$ cat src/hw/result_out_pkg.sv
// constants and register map of the result output controller
package result_out_pkg;
    localparam int CLK_PERIOD_NS = 25;
    localparam int TICK_NS = 1_000_000;
    localparam int TICK_CYCLES = TICK_NS / CLK_PERIOD_NS;
    localparam int DUR_W = 10;
    localparam logic [9:0] DUR_MIN_MS = 10'h00a;
    localparam logic [9:0] DUR_MAX_MS = 10'h3de;
    localparam logic [9:0] DUR_STATIC = 10'h000;

    localparam logic [7:0] ADDR_CFG1 = 8'h00;
    localparam logic [7:0] ADDR_CFG2 = 8'h04;
    localparam logic [7:0] ADDR_FLASH = 8'h08;
    localparam logic [7:0] ADDR_STATE = 8'h0c;
    localparam logic [7:0] ADDR_IRQ_STAT = 8'h10;
    localparam logic [7:0] ADDR_IRQ_CLR = 8'h14;
    localparam logic [7:0] ADDR_IRQ_EN = 8'h18;

    localparam int CFG_FUNC_LSB = 0;
    localparam int CFG_INV_BIT = 3;
    localparam int CFG_DUR_LSB = 4;

    localparam logic [2:0] FN_NONE = 3'h0;
    localparam logic [2:0] FN_READY = 3'h1;
    localparam logic [2:0] FN_GOOD = 3'h2;
    localparam logic [2:0] FN_NOREAD = 3'h3;
    localparam logic [2:0] FN_FLASH = 3'h4;

    localparam logic [13:0] CFG1_RESET = 14'h0001;
    localparam logic [13:0] CFG2_RESET = 14'h0642;
    localparam logic [9:0] FLASH_RESET = 10'h00a;

    localparam int IRQ_W = 3;
    localparam int IRQ_OUT1 = 0;
    localparam int IRQ_OUT2 = 1;
    localparam int IRQ_RDEND = 2;
endpackage : result_out_pkg

$ cat src/hw/result_out_ctrl.sv
// pulse control of the two result switching outputs with apb registers
// Notes on behaviour
// - outputs pulse for programmed time, 10 to 990 ms in ms steps
// - duration zero: output static until the next reading pulse ends
// - output one in flash function follows the flash duration
// - output one defaults to device ready, static, active low
// - output two defaults to good read, 100 ms, active high
// - device ready function holds output statically asserted while the device ready input is high
// - good read or no read event inside a reading pulse asserts only when that pulse ends
// - result lamp mirrors output two
//
// The APB slave port and the address map were left to the implementer.
module result_out_ctrl #(
    parameter int TICK_LEN = result_out_pkg::TICK_CYCLES
) (
    input wire logic i_clk,
    input wire logic i_rst,
    input wire logic i_psel,
    input wire logic i_penable,
    input wire logic i_pwrite,
    input wire logic [7:0] i_paddr,
    input wire logic [31:0] i_pwdata,
    output logic [31:0] o_prdata,
    output logic o_pready,
    output logic o_pslverr,
    input wire logic i_read_gate,
    input wire logic i_dev_ready,
    input wire logic i_good_read,
    input wire logic i_no_read,
    input wire logic i_flash_trig,
    output logic o_result1,
    output logic o_result2,
    output logic o_lamp,
    output logic o_irq
);
    import result_out_pkg::*;

    // prescaler needs at least two states to make a tick pulse
    if (TICK_LEN < 2) begin : g_bad_tick
        $error("TICK_LEN must be at least 2");
    end

    logic [31:0] prdata_ff;
    logic pready_ff;
    logic pslverr_ff;
    logic [13:0] cfg_ff [2];
    logic [9:0] flash_ff;
    logic [IRQ_W-1:0] stat_ff;
    logic [IRQ_W-1:0] en_ff;
    logic gate_m_ff;
    logic gate_s_ff;
    logic gate_d_ff;
    logic [$clog2(TICK_LEN)-1:0] pre_ff;
    logic tick_ff;
    logic act_ff [2];
    logic pend_ff [2];
    logic stat_mode_ff [2];
    logic [9:0] cnt_ff [2];
    logic act_d_ff [2];
    logic res1_ff;
    logic res2_ff;
    logic lamp_ff;
    logic irq_ff;

    logic acc;
    logic wr_en;
    logic mapped;
    logic gate_fall;
    logic [31:0] rd_val;

    assign acc = i_psel && i_penable && !pready_ff;
    assign wr_en = i_psel && i_penable && pready_ff && i_pwrite;
    assign gate_fall = gate_d_ff && !gate_s_ff;
    assign mapped = (i_paddr == ADDR_CFG1) || (i_paddr == ADDR_CFG2) ||
                    (i_paddr == ADDR_FLASH) || (i_paddr == ADDR_STATE) ||
                    (i_paddr == ADDR_IRQ_STAT) || (i_paddr == ADDR_IRQ_CLR) ||
                    (i_paddr == ADDR_IRQ_EN);

    always_comb begin
        rd_val = 32'h0000_0000;
        case (i_paddr)
            ADDR_CFG1: rd_val = {18'h00000, cfg_ff[0]};
            ADDR_CFG2: rd_val = {18'h00000, cfg_ff[1]};
            ADDR_FLASH: rd_val = {22'h000000, flash_ff};
            ADDR_STATE: rd_val = {28'h0000000, gate_s_ff, pend_ff[1], act_ff[1], act_ff[0]};
            ADDR_IRQ_STAT: rd_val = {29'h00000000, stat_ff};
            ADDR_IRQ_EN: rd_val = {29'h00000000, en_ff};
            default: rd_val = 32'h0000_0000;
        endcase
    end

    // apb slave: one wait state, answer on the second access cycle
    always_ff @(posedge i_clk or posedge i_rst) begin
        if (i_rst) begin
            pready_ff <= 1'b0;
            prdata_ff <= 32'h0000_0000;
            pslverr_ff <= 1'b0;
        end else begin
            pready_ff <= acc;
            if (acc) begin
                prdata_ff <= i_pwrite ? 32'h0000_0000 : rd_val;
                pslverr_ff <= !mapped;
            end
        end
    end

    always_ff @(posedge i_clk or posedge i_rst) begin
        if (i_rst) begin
            cfg_ff[0] <= CFG1_RESET;
            cfg_ff[1] <= CFG2_RESET;
            flash_ff <= FLASH_RESET;
            en_ff <= '0;
        end else if (wr_en) begin
            case (i_paddr)
                ADDR_CFG1: cfg_ff[0] <= i_pwdata[13:0];
                ADDR_CFG2: cfg_ff[1] <= i_pwdata[13:0];
                ADDR_FLASH: flash_ff <= i_pwdata[9:0];
                ADDR_IRQ_EN: en_ff <= i_pwdata[IRQ_W-1:0];
                default: ;
            endcase
        end
    end

    // sticky status; a new event wins over a clear in the same cycle
    always_ff @(posedge i_clk or posedge i_rst) begin
        if (i_rst) begin
            stat_ff <= '0;
        end else begin
            stat_ff <= (stat_ff & ~((wr_en && i_paddr == ADDR_IRQ_CLR) ?
                        i_pwdata[IRQ_W-1:0] : {IRQ_W{1'b0}})) |
                       {gate_fall, act_ff[1] && !act_d_ff[1], act_ff[0] && !act_d_ff[0]};
        end
    end

    always_ff @(posedge i_clk or posedge i_rst) begin
        if (i_rst) begin
            gate_m_ff <= 1'b0;
            gate_s_ff <= 1'b0;
            gate_d_ff <= 1'b0;
        end else begin
            gate_m_ff <= i_read_gate;
            gate_s_ff <= gate_m_ff;
            gate_d_ff <= gate_s_ff;
        end
    end

    // millisecond timebase
    always_ff @(posedge i_clk or posedge i_rst) begin
        if (i_rst) begin
            pre_ff <= '0;
            tick_ff <= 1'b0;
        end else begin
            tick_ff <= (pre_ff == ($clog2(TICK_LEN))'(TICK_LEN - 1));
            if (pre_ff == ($clog2(TICK_LEN))'(TICK_LEN - 1)) begin
                pre_ff <= '0;
            end else begin
                pre_ff <= pre_ff + 1'b1;
            end
        end
    end

    for (genvar i = 0; i < 2; i++) begin : g_ch
        logic [2:0] func;
        logic [9:0] dur;
        logic [9:0] dur_eff;
        logic hit;
        logic launch;
        logic flash_mode;
        assign func = cfg_ff[i][CFG_FUNC_LSB +: 3];
        assign dur = cfg_ff[i][CFG_DUR_LSB +: DUR_W];
        assign dur_eff = (dur < DUR_MIN_MS) ? DUR_MIN_MS :
                         (dur > DUR_MAX_MS) ? DUR_MAX_MS : dur;
        assign hit = ((func == FN_GOOD) && i_good_read) ||
                     ((func == FN_NOREAD) && i_no_read);
        assign flash_mode = (i == 0) && (func == FN_FLASH);
        assign launch = pend_ff[i] && !gate_s_ff;

        always_ff @(posedge i_clk or posedge i_rst) begin
            if (i_rst) begin
                act_ff[i] <= 1'b0;
                pend_ff[i] <= 1'b0;
                stat_mode_ff[i] <= 1'b0;
                cnt_ff[i] <= '0;
                act_d_ff[i] <= 1'b0;
            end else begin
                act_d_ff[i] <= act_ff[i];
                if (flash_mode) begin
                    pend_ff[i] <= 1'b0;
                    stat_mode_ff[i] <= 1'b0;
                    if (i_flash_trig) begin
                        act_ff[i] <= 1'b1;
                        cnt_ff[i] <= flash_ff;
                    end else if (act_ff[i] && tick_ff) begin
                        act_ff[i] <= (cnt_ff[i] > 10'h001);
                        cnt_ff[i] <= cnt_ff[i] - 10'h001;
                    end
                end else if (func == FN_READY) begin
                    pend_ff[i] <= 1'b0;
                    stat_mode_ff[i] <= 1'b1;
                    act_ff[i] <= i_dev_ready;
                end else begin
                    pend_ff[i] <= hit || (pend_ff[i] && !launch);
                    if (launch) begin
                        act_ff[i] <= 1'b1;
                        cnt_ff[i] <= dur_eff;
                        stat_mode_ff[i] <= (dur == DUR_STATIC);
                    end else if (act_ff[i] && stat_mode_ff[i]) begin
                        act_ff[i] <= !gate_fall;
                    end else if (act_ff[i] && tick_ff) begin
                        act_ff[i] <= (cnt_ff[i] > 10'h001);
                        cnt_ff[i] <= cnt_ff[i] - 10'h001;
                    end
                end
            end
        end
    end

    // pin levels: output one is low side, output two high side
    always_ff @(posedge i_clk or posedge i_rst) begin
        if (i_rst) begin
            res1_ff <= 1'b1;
            res2_ff <= 1'b0;
            lamp_ff <= 1'b0;
            irq_ff <= 1'b0;
        end else begin
            res1_ff <= !(act_ff[0] ^ cfg_ff[0][CFG_INV_BIT]);
            res2_ff <= act_ff[1] ^ cfg_ff[1][CFG_INV_BIT];
            lamp_ff <= act_ff[1];
            irq_ff <= |(stat_ff & en_ff);
        end
    end

    assign o_prdata = prdata_ff;
    assign o_pready = pready_ff;
    assign o_pslverr = pslverr_ff;
    assign o_result1 = res1_ff;
    assign o_result2 = res2_ff;
    assign o_lamp = lamp_ff;
    assign o_irq = irq_ff;
endmodule : result_out_ctrl

$ cat config.mk
export PLATFORM = sky130hd
export DESIGN_NAME = result_out_ctrl
export DESIGN_NICKNAME = d
export VERILOG_FILES = /design/src/hw/result_out_pkg.sv /design/src/hw/result_out_ctrl.sv
export SDC_FILE = /design/constraint.sdc
export NUM_CORES = 1
export LEC_CHECK = 0
export BUFFER_PORTS_ARGS = -buffer_cell sky130_fd_sc_hd__buf_2
export CORE_ASPECT_RATIO = 0.8
export CORE_MARGIN = 4
export CORE_UTILIZATION = 50
export DETAILED_ROUTE_END_ITERATION = 12
export PLACE_DENSITY = 0.75
export SLEW_MARGIN = 20
export SYNTH_ARGS = -nofsm -noshare
export SYNTH_HDL_FRONTEND = slang
export SYNTH_SLANG_ARGS = --single-unit
export TNS_END_PERCENT = 10
$ cat constraint.sdc
create_clock -name i_clk -period 7.7 [get_ports i_clk]
set_input_delay 0.77 -clock i_clk [delete_from_list [all_inputs] [get_ports i_clk]]
set_output_delay 0.77 -clock i_clk [all_outputs]
set_load 0.05 [all_outputs]
==> flow_summary.json, run 1 <==
{
  "outcome": "finished clean",
  "worst_pin_slew_ns": 0.791,
  "rsz0062_at_grt": "no",
  "hold_viol": 0,
  "regArea_um2": 2790,
  "ant_nets": 0,
  "p_leak_nw": 2.97,
  "gp_congestion": 0.949,
  "synth_edf_count": 0,
  "antenna_found_initial": 0,
  "maxSlewHeadroom": 0.467,
  "syn_to_final_growth_pct": 10.4,
  "cts_hold_buf": 0,
  "htreeDepth": 3,
  "finalCritPeriodShare": 0.365,
  "final_util": 0.578,
  "period_minus_slack_ns": 2.81,
  "layout-drive-gt1-share": 0.187,
  "wl_per_cell_um": 18.7,
  "skew_ns": 0.0141,
  "report.power.total_mw": 1.19,
  "multi_input_area_um2": 2800,
  "drv_cap": 0,
  "synth_area_leaders": "dfrtp_1, mux2_2, dfstp_2, a22o_1, nand2_1",
  "ys_seq_area_frac": 0.480,
  "die_h_um": 104,
  "yosysWarnings": 0,
  "synth.cell_area_um2": 5810,
  "clk_path_buf_depth": 2,
  "cp-start-kind": "primary input",
  "post-synth-top-area-cell": "dfrtp_1",
  "fp.dieW_um": 129,
  "slew_violations": 0,
  "finalWorstSetupSlack_ns": 4.89,
  "cts_setup_buffers": 0,
  "drt_iter0_markers": 374,
  "cp_data_arrival_time_ns": 3.06,
  "critPathRequiredTime_ns": 7.95,
  "setup_viol": 0,
  "fill_cells": 922,
  "grt_pass1_wl_um": 23500,
  "n_antenna_cell": 0,
  "grt_pass1_vias": 4540,
  "min_path_type": "flip-flop to flip-flop",
  "coreArea_um2": 11100,
  "place_inst": 747,
  "fin_cells": 763,
  "num_rows": 34,
  "clock_sinks": 111,
  "end_kind": "flip-flop",
  "syn-mean-instance-area_um2": 10.2,
  "path_clk_slew_ns": 0.08,
  "wl_um": 14300,
  "cp_max_fo": 15,
  "yosys_register_bits": 111,
  "via_count": 4732,
  "synth-async-reset-ratio": 1.00,
  "ys_types": 66,
  "io_pins": 88,
  "grt_max_degree": 59,
  "tns_ns": 0,
  "worstSetupPathType": "primary input to flip-flop",
  "initial_core_util": 0.524,
  "syn_inst": 572,
  "cts_root_buffer": "clkbuf_16",
  "synth_top_flop_cell": "dfrtp_1",
  "synth_top_area_share": 0.443,
  "dr.pass1.iters": 5,
  "drcViolationCount": 0,
  "numCtsBuffers": 9,
  "cts_tree": "built",
  "p_per_area_nw_per_um2": 186,
  "die-area_um2": 13400,
  "cts_resized": 0,
  "place_ws_ns": 4.55,
  "clk_latency_ns": 0.36,
  "grt_overflow": 0,
  "track_usage": 0.218,
  "io_buffers": 51,
  "dpl.hpwl_um": 10400,
  "via_per_inst": 6.20,
  "ir_drop_mv": 0.123,
  "nets": 669,
  "fmax_mhz": 356
}
-- cells by family after synthesis --
logic type                 Yosys count  synth area share
and+or+nand+nor                    188             0.167
AOI/OAI and AO/OA                  153             0.181
DFF                                111             0.480
buffers and inverters               55            0.0519
muxes                               42            0.0831
xor gates and xnor gates            17            0.0256
adders and majority gates            5            0.0108
other                                1          0.000645
-- synth_stat cells (5+ instances only) --
cell and number:
inv_1 15, mux2_2 24, nor2_1 45, clkbuf_1 14, dfstp_2 8, nand2_1 52, mux2_1 16, o21ai_0 31
xnor2_1 9, nand3_1 14, buf_4 20, ha_1 5, a31oi_1 7, a21oi_1 27, a211oi_1 6, nand4_1 9
a22oi_1 20, nor4_1 9, dfrtp_1 103, xor2_1 8, a22o_1 23, nor3_1 16, nor2b_1 7
-- placed cells by master, fill, tap and decap left out, drive strengths merged, types with 16 or more instances in the layout --
cell type,count
dfrtp,103
buf,54
nand2,52
nor2,46
mux2,40
o21ai,31
a21oi,27
a22o,23
a22oi,20
inv,19
conb,18
nor3,16
-- registers in the layout (all words and copies together), names as in the netlist, 3 cells and up --
signal and cells:
cfg_ff 28, cnt_ff 20, en_ff 3, flash_ff 10
o_prdata 14, pre_ff 16, stat_ff 3
-- report_power, final --
part	switching, mW	internal, mW	leakage [nW]	total [mW]
registers	0.0102	0.592	1.46	0.602
clock network	0.231	0.260	0.150	0.491
logic	0.0752	0.0241	1.36	0.0992
total	0.316	0.876	2.97	1.19
-- area by class of cell --
class	count	share of cell area
Clock buffer	9	0.0351
Tap cell	144	0.0281
Sequential cell	111	0.434
Timing Repair Buffer	54	0.0433
Clock inverter	7	0.0135
Inverter	15	0.00917
Multi-Input combinational cell	423	0.436
-- metal layers --
metal  part of all wire  wire length [µm]  GRT usage
met5                  0                 0          0
met4              0.018               252     0.0622
met3              0.077              1100     0.0513
met2               0.44              6240      0.313
met1               0.47              6700      0.329
-- worst max-delay path: stages --
cell and delay (ns):
buf_2 0.14, or4_4 0.65, nor2b_4 0.36, and2_1 0.71
mux2_2 0.41
-- final timing paths --
kind,start,to,slack [ns],cells past startpoint
worst max-delay path,i_paddr[4],cfg_ff[8],4.89,5
worst min-delay path,gate_m_ff,gate_s_ff,0.35,0
worst max register to register,gate_s_ff,cnt_ff[12],5.41,5
worst min register to register,gate_m_ff,gate_s_ff,0.35,0
max in group asynchronous,i_rst,stat_ff[2],5.99,3
min in group asynchronous,i_rst,o_prdata[12],0.49,2
-- through the flow --
stage                     cell area (µm²)  hold WS (ns)
after CTS                            6410         0.354
after global placement               6100         0.333
after detailed placement             6100         0.338
final                                6420         0.352
after floorplan                      5880         0.331
after global routing                 6420         0.370
Power figures use the tool's default switching activity.
==> run 2: changes to the inputs <==
PLACE_DENSITY = 0.78   (was 0.75)
clock period = 2.4 ns   (was 7.7 ns; I/O delays follow)
==> flow_summary.json, run 2 (synthesis results as in run 1) <==
{
  "outcome": "finished clean",
  "p_per_area_nw_per_um2": 567,
  "cp_slowest_cell": "or4_1",
  "multi_input_area_um2": 2790,
  "layout-drive-gt1-share": 0.198,
  "nets": 682,
  "end_kind": "flip-flop",
  "track_usage": 0.223,
  "period_minus_slack_ns": 2.10,
  "num_rows": 34,
  "stdcell_area_um2": 6490,
  "hold_ws_ns": 0.127,
  "drcViolationCount": 0,
  "largestRegisters": "cfg_ff: 28 flops, cnt_ff: 20 flops, pre_ff: 16 flops",
  "maxSlewHeadroom": 0.532,
  "finalWorstSetupSlack_ns": 0.303,
  "dr.pass1.iters": 6,
  "cpLargestDelayFamily": "simple AND/OR/NAND/NOR gates",
  "fp.dieW_um": 129,
  "slew_violations": 0,
  "fill_cells": 932,
  "drv_cap": 0,
  "grt_pass1_vias": 4558,
  "initial_core_util": 0.524,
  "coreArea_um2": 11100,
  "clock_sinks": 111,
  "antenna_found_initial": 0,
  "clk_path_buf_depth": 2,
  "critPathBufInv": 0,
  "fin_cells": 776,
  "cts_resized": 0,
  "gp_congestion": 0.908,
  "ant_nets": 0,
  "drt_iter0_markers": 444,
  "via_per_inst": 6.21,
  "fmax_mhz": 477,
  "worstSetupPathType": "flip-flop to flip-flop",
  "place_area_um2": 6190,
  "rsz0062_at_grt": "no",
  "skew_ns": 0.00539,
  "finalCritPeriodShare": 0.874,
  "grt_overflow": 0,
  "place_inst": 758,
  "final_common_cell": "dfrtp_1",
  "largest_reg_flops": 28,
  "final_util": 0.585,
  "cp_max_fo": 7,
  "setup_viol": 0,
  "cp_cell_sequence": "or4_1 > nor3_1 > o2111ai_1 > a211oi_1 > a211oi_1",
  "die_h_um": 104,
  "io_pins": 88,
  "numCtsBuffers": 9,
  "critPathRequiredTime_ns": 2.62,
  "top_register": "cfg_ff",
  "cp_data_arrival_time_ns": 2.32,
  "layout_common_cells": "dfrtp_1, nand2_1, buf_2",
  "place_ws_ns": 0.235,
  "wl_per_cell_um": 18.9,
  "grt_max_degree": 94,
  "io_buffers": 51,
  "hold_viol": 0,
  "regArea_um2": 2790,
  "ir_drop_mv": 0.421,
  "min_path_type": "primary input to flip-flop",
  "wl_um": 14600,
  "p_leak_nw": 3.02,
  "max_stage_delay_ns": 0.62,
  "syn_to_final_growth_pct": 11.6,
  "dpl.hpwl_um": 10800,
  "cts_root_buffer": "clkbuf_16",
  "via_count": 4816,
  "die-area_um2": 13400,
  "n_antenna_cell": 0,
  "worst_pin_slew_ns": 0.696,
  "grt_pass1_wl_um": 23900,
  "htreeDepth": 3,
  "report.power.total_mw": 3.68,
  "clk_latency_ns": 0.35,
  "cts_tree": "built",
  "cpMostUsedCell": "a211oi_1",
  "tns_ns": 0,
  "path_clk_slew_ns": 0.07,
  "cp-start-kind": "flip-flop",
  "cts_setup_buffers": 0
}
-- run 2: changes by cell type in the layout (fill, tap and decap cells not counted), moves of 2 or more --
cell,previous run,this run
dlygate4sd3_1,0,2
buf_4,3,13
clkinv_2,0,3
inv_8,2,0
-- run 2: cell type report --
cell class,instances,share of cell area
Multi-Input combinational cell,423,0.430
Sequential cell,111,0.430
Timing Repair Buffer,67,0.0605
Clock buffer,11,0.0374
Tap cell,144,0.0278
Inverter,15,0.00925
Clock inverter,5,0.00501
-- run 2: per-layer routing --
| metal | global-route usage | routed length [µm] | part of all wire | up-vias |
|---|---|---|---|---|
| li1 | - | - | - | 2194 |
| met1 | 0.337 | 6840 | 0.47 | 2373 |
| met2 | 0.326 | 6380 | 0.44 | 227 |
| met3 | 0.0483 | 1240 | 0.085 | 22 |
| met4 | 0.0532 | 185 | 0.013 | 0 |
| met5 | 0 | 0 | 0 | - |
-- run 2: worst paths after layout --
check                              end  cells after the start          from  slack, ns
min                         cfg_ff[27]                      2  i_pwdata[13]       0.13
max in group asynchronous  flash_ff[1]                      4         i_rst       1.14
min in group asynchronous   cfg_ff[25]                      3         i_rst       0.43
max reg2reg                  act_ff[1]                      5    cnt_ff[13]       0.30
max                          act_ff[1]                      5    cnt_ff[13]       0.30
min reg2reg                  gate_s_ff                      0     gate_m_ff       0.36
-- run 2: what timing repair did --
action | 4_1_cts | 5_1_grt
hold buffers | 2 | 0
endpoints found under the setup margin | 0 | 0
endpoints found under the hold margin | 19 | 0
-- run 2: where the power goes --
group / switching [mW] / internal, mW
combinational: 0.252 / 0.0851
sequential: 0.0256 / 1.90
clock: 0.682 / 0.736
total: 0.960 / 2.72
-- run 2: worst reg2reg max path: stages (launching register included) --
cell       delay, ns
dfrtp_1         0.44
or4_1           0.62
nor3_1          0.40
o2111ai_1       0.18
a211oi_1        0.26
a211oi_1        0.08
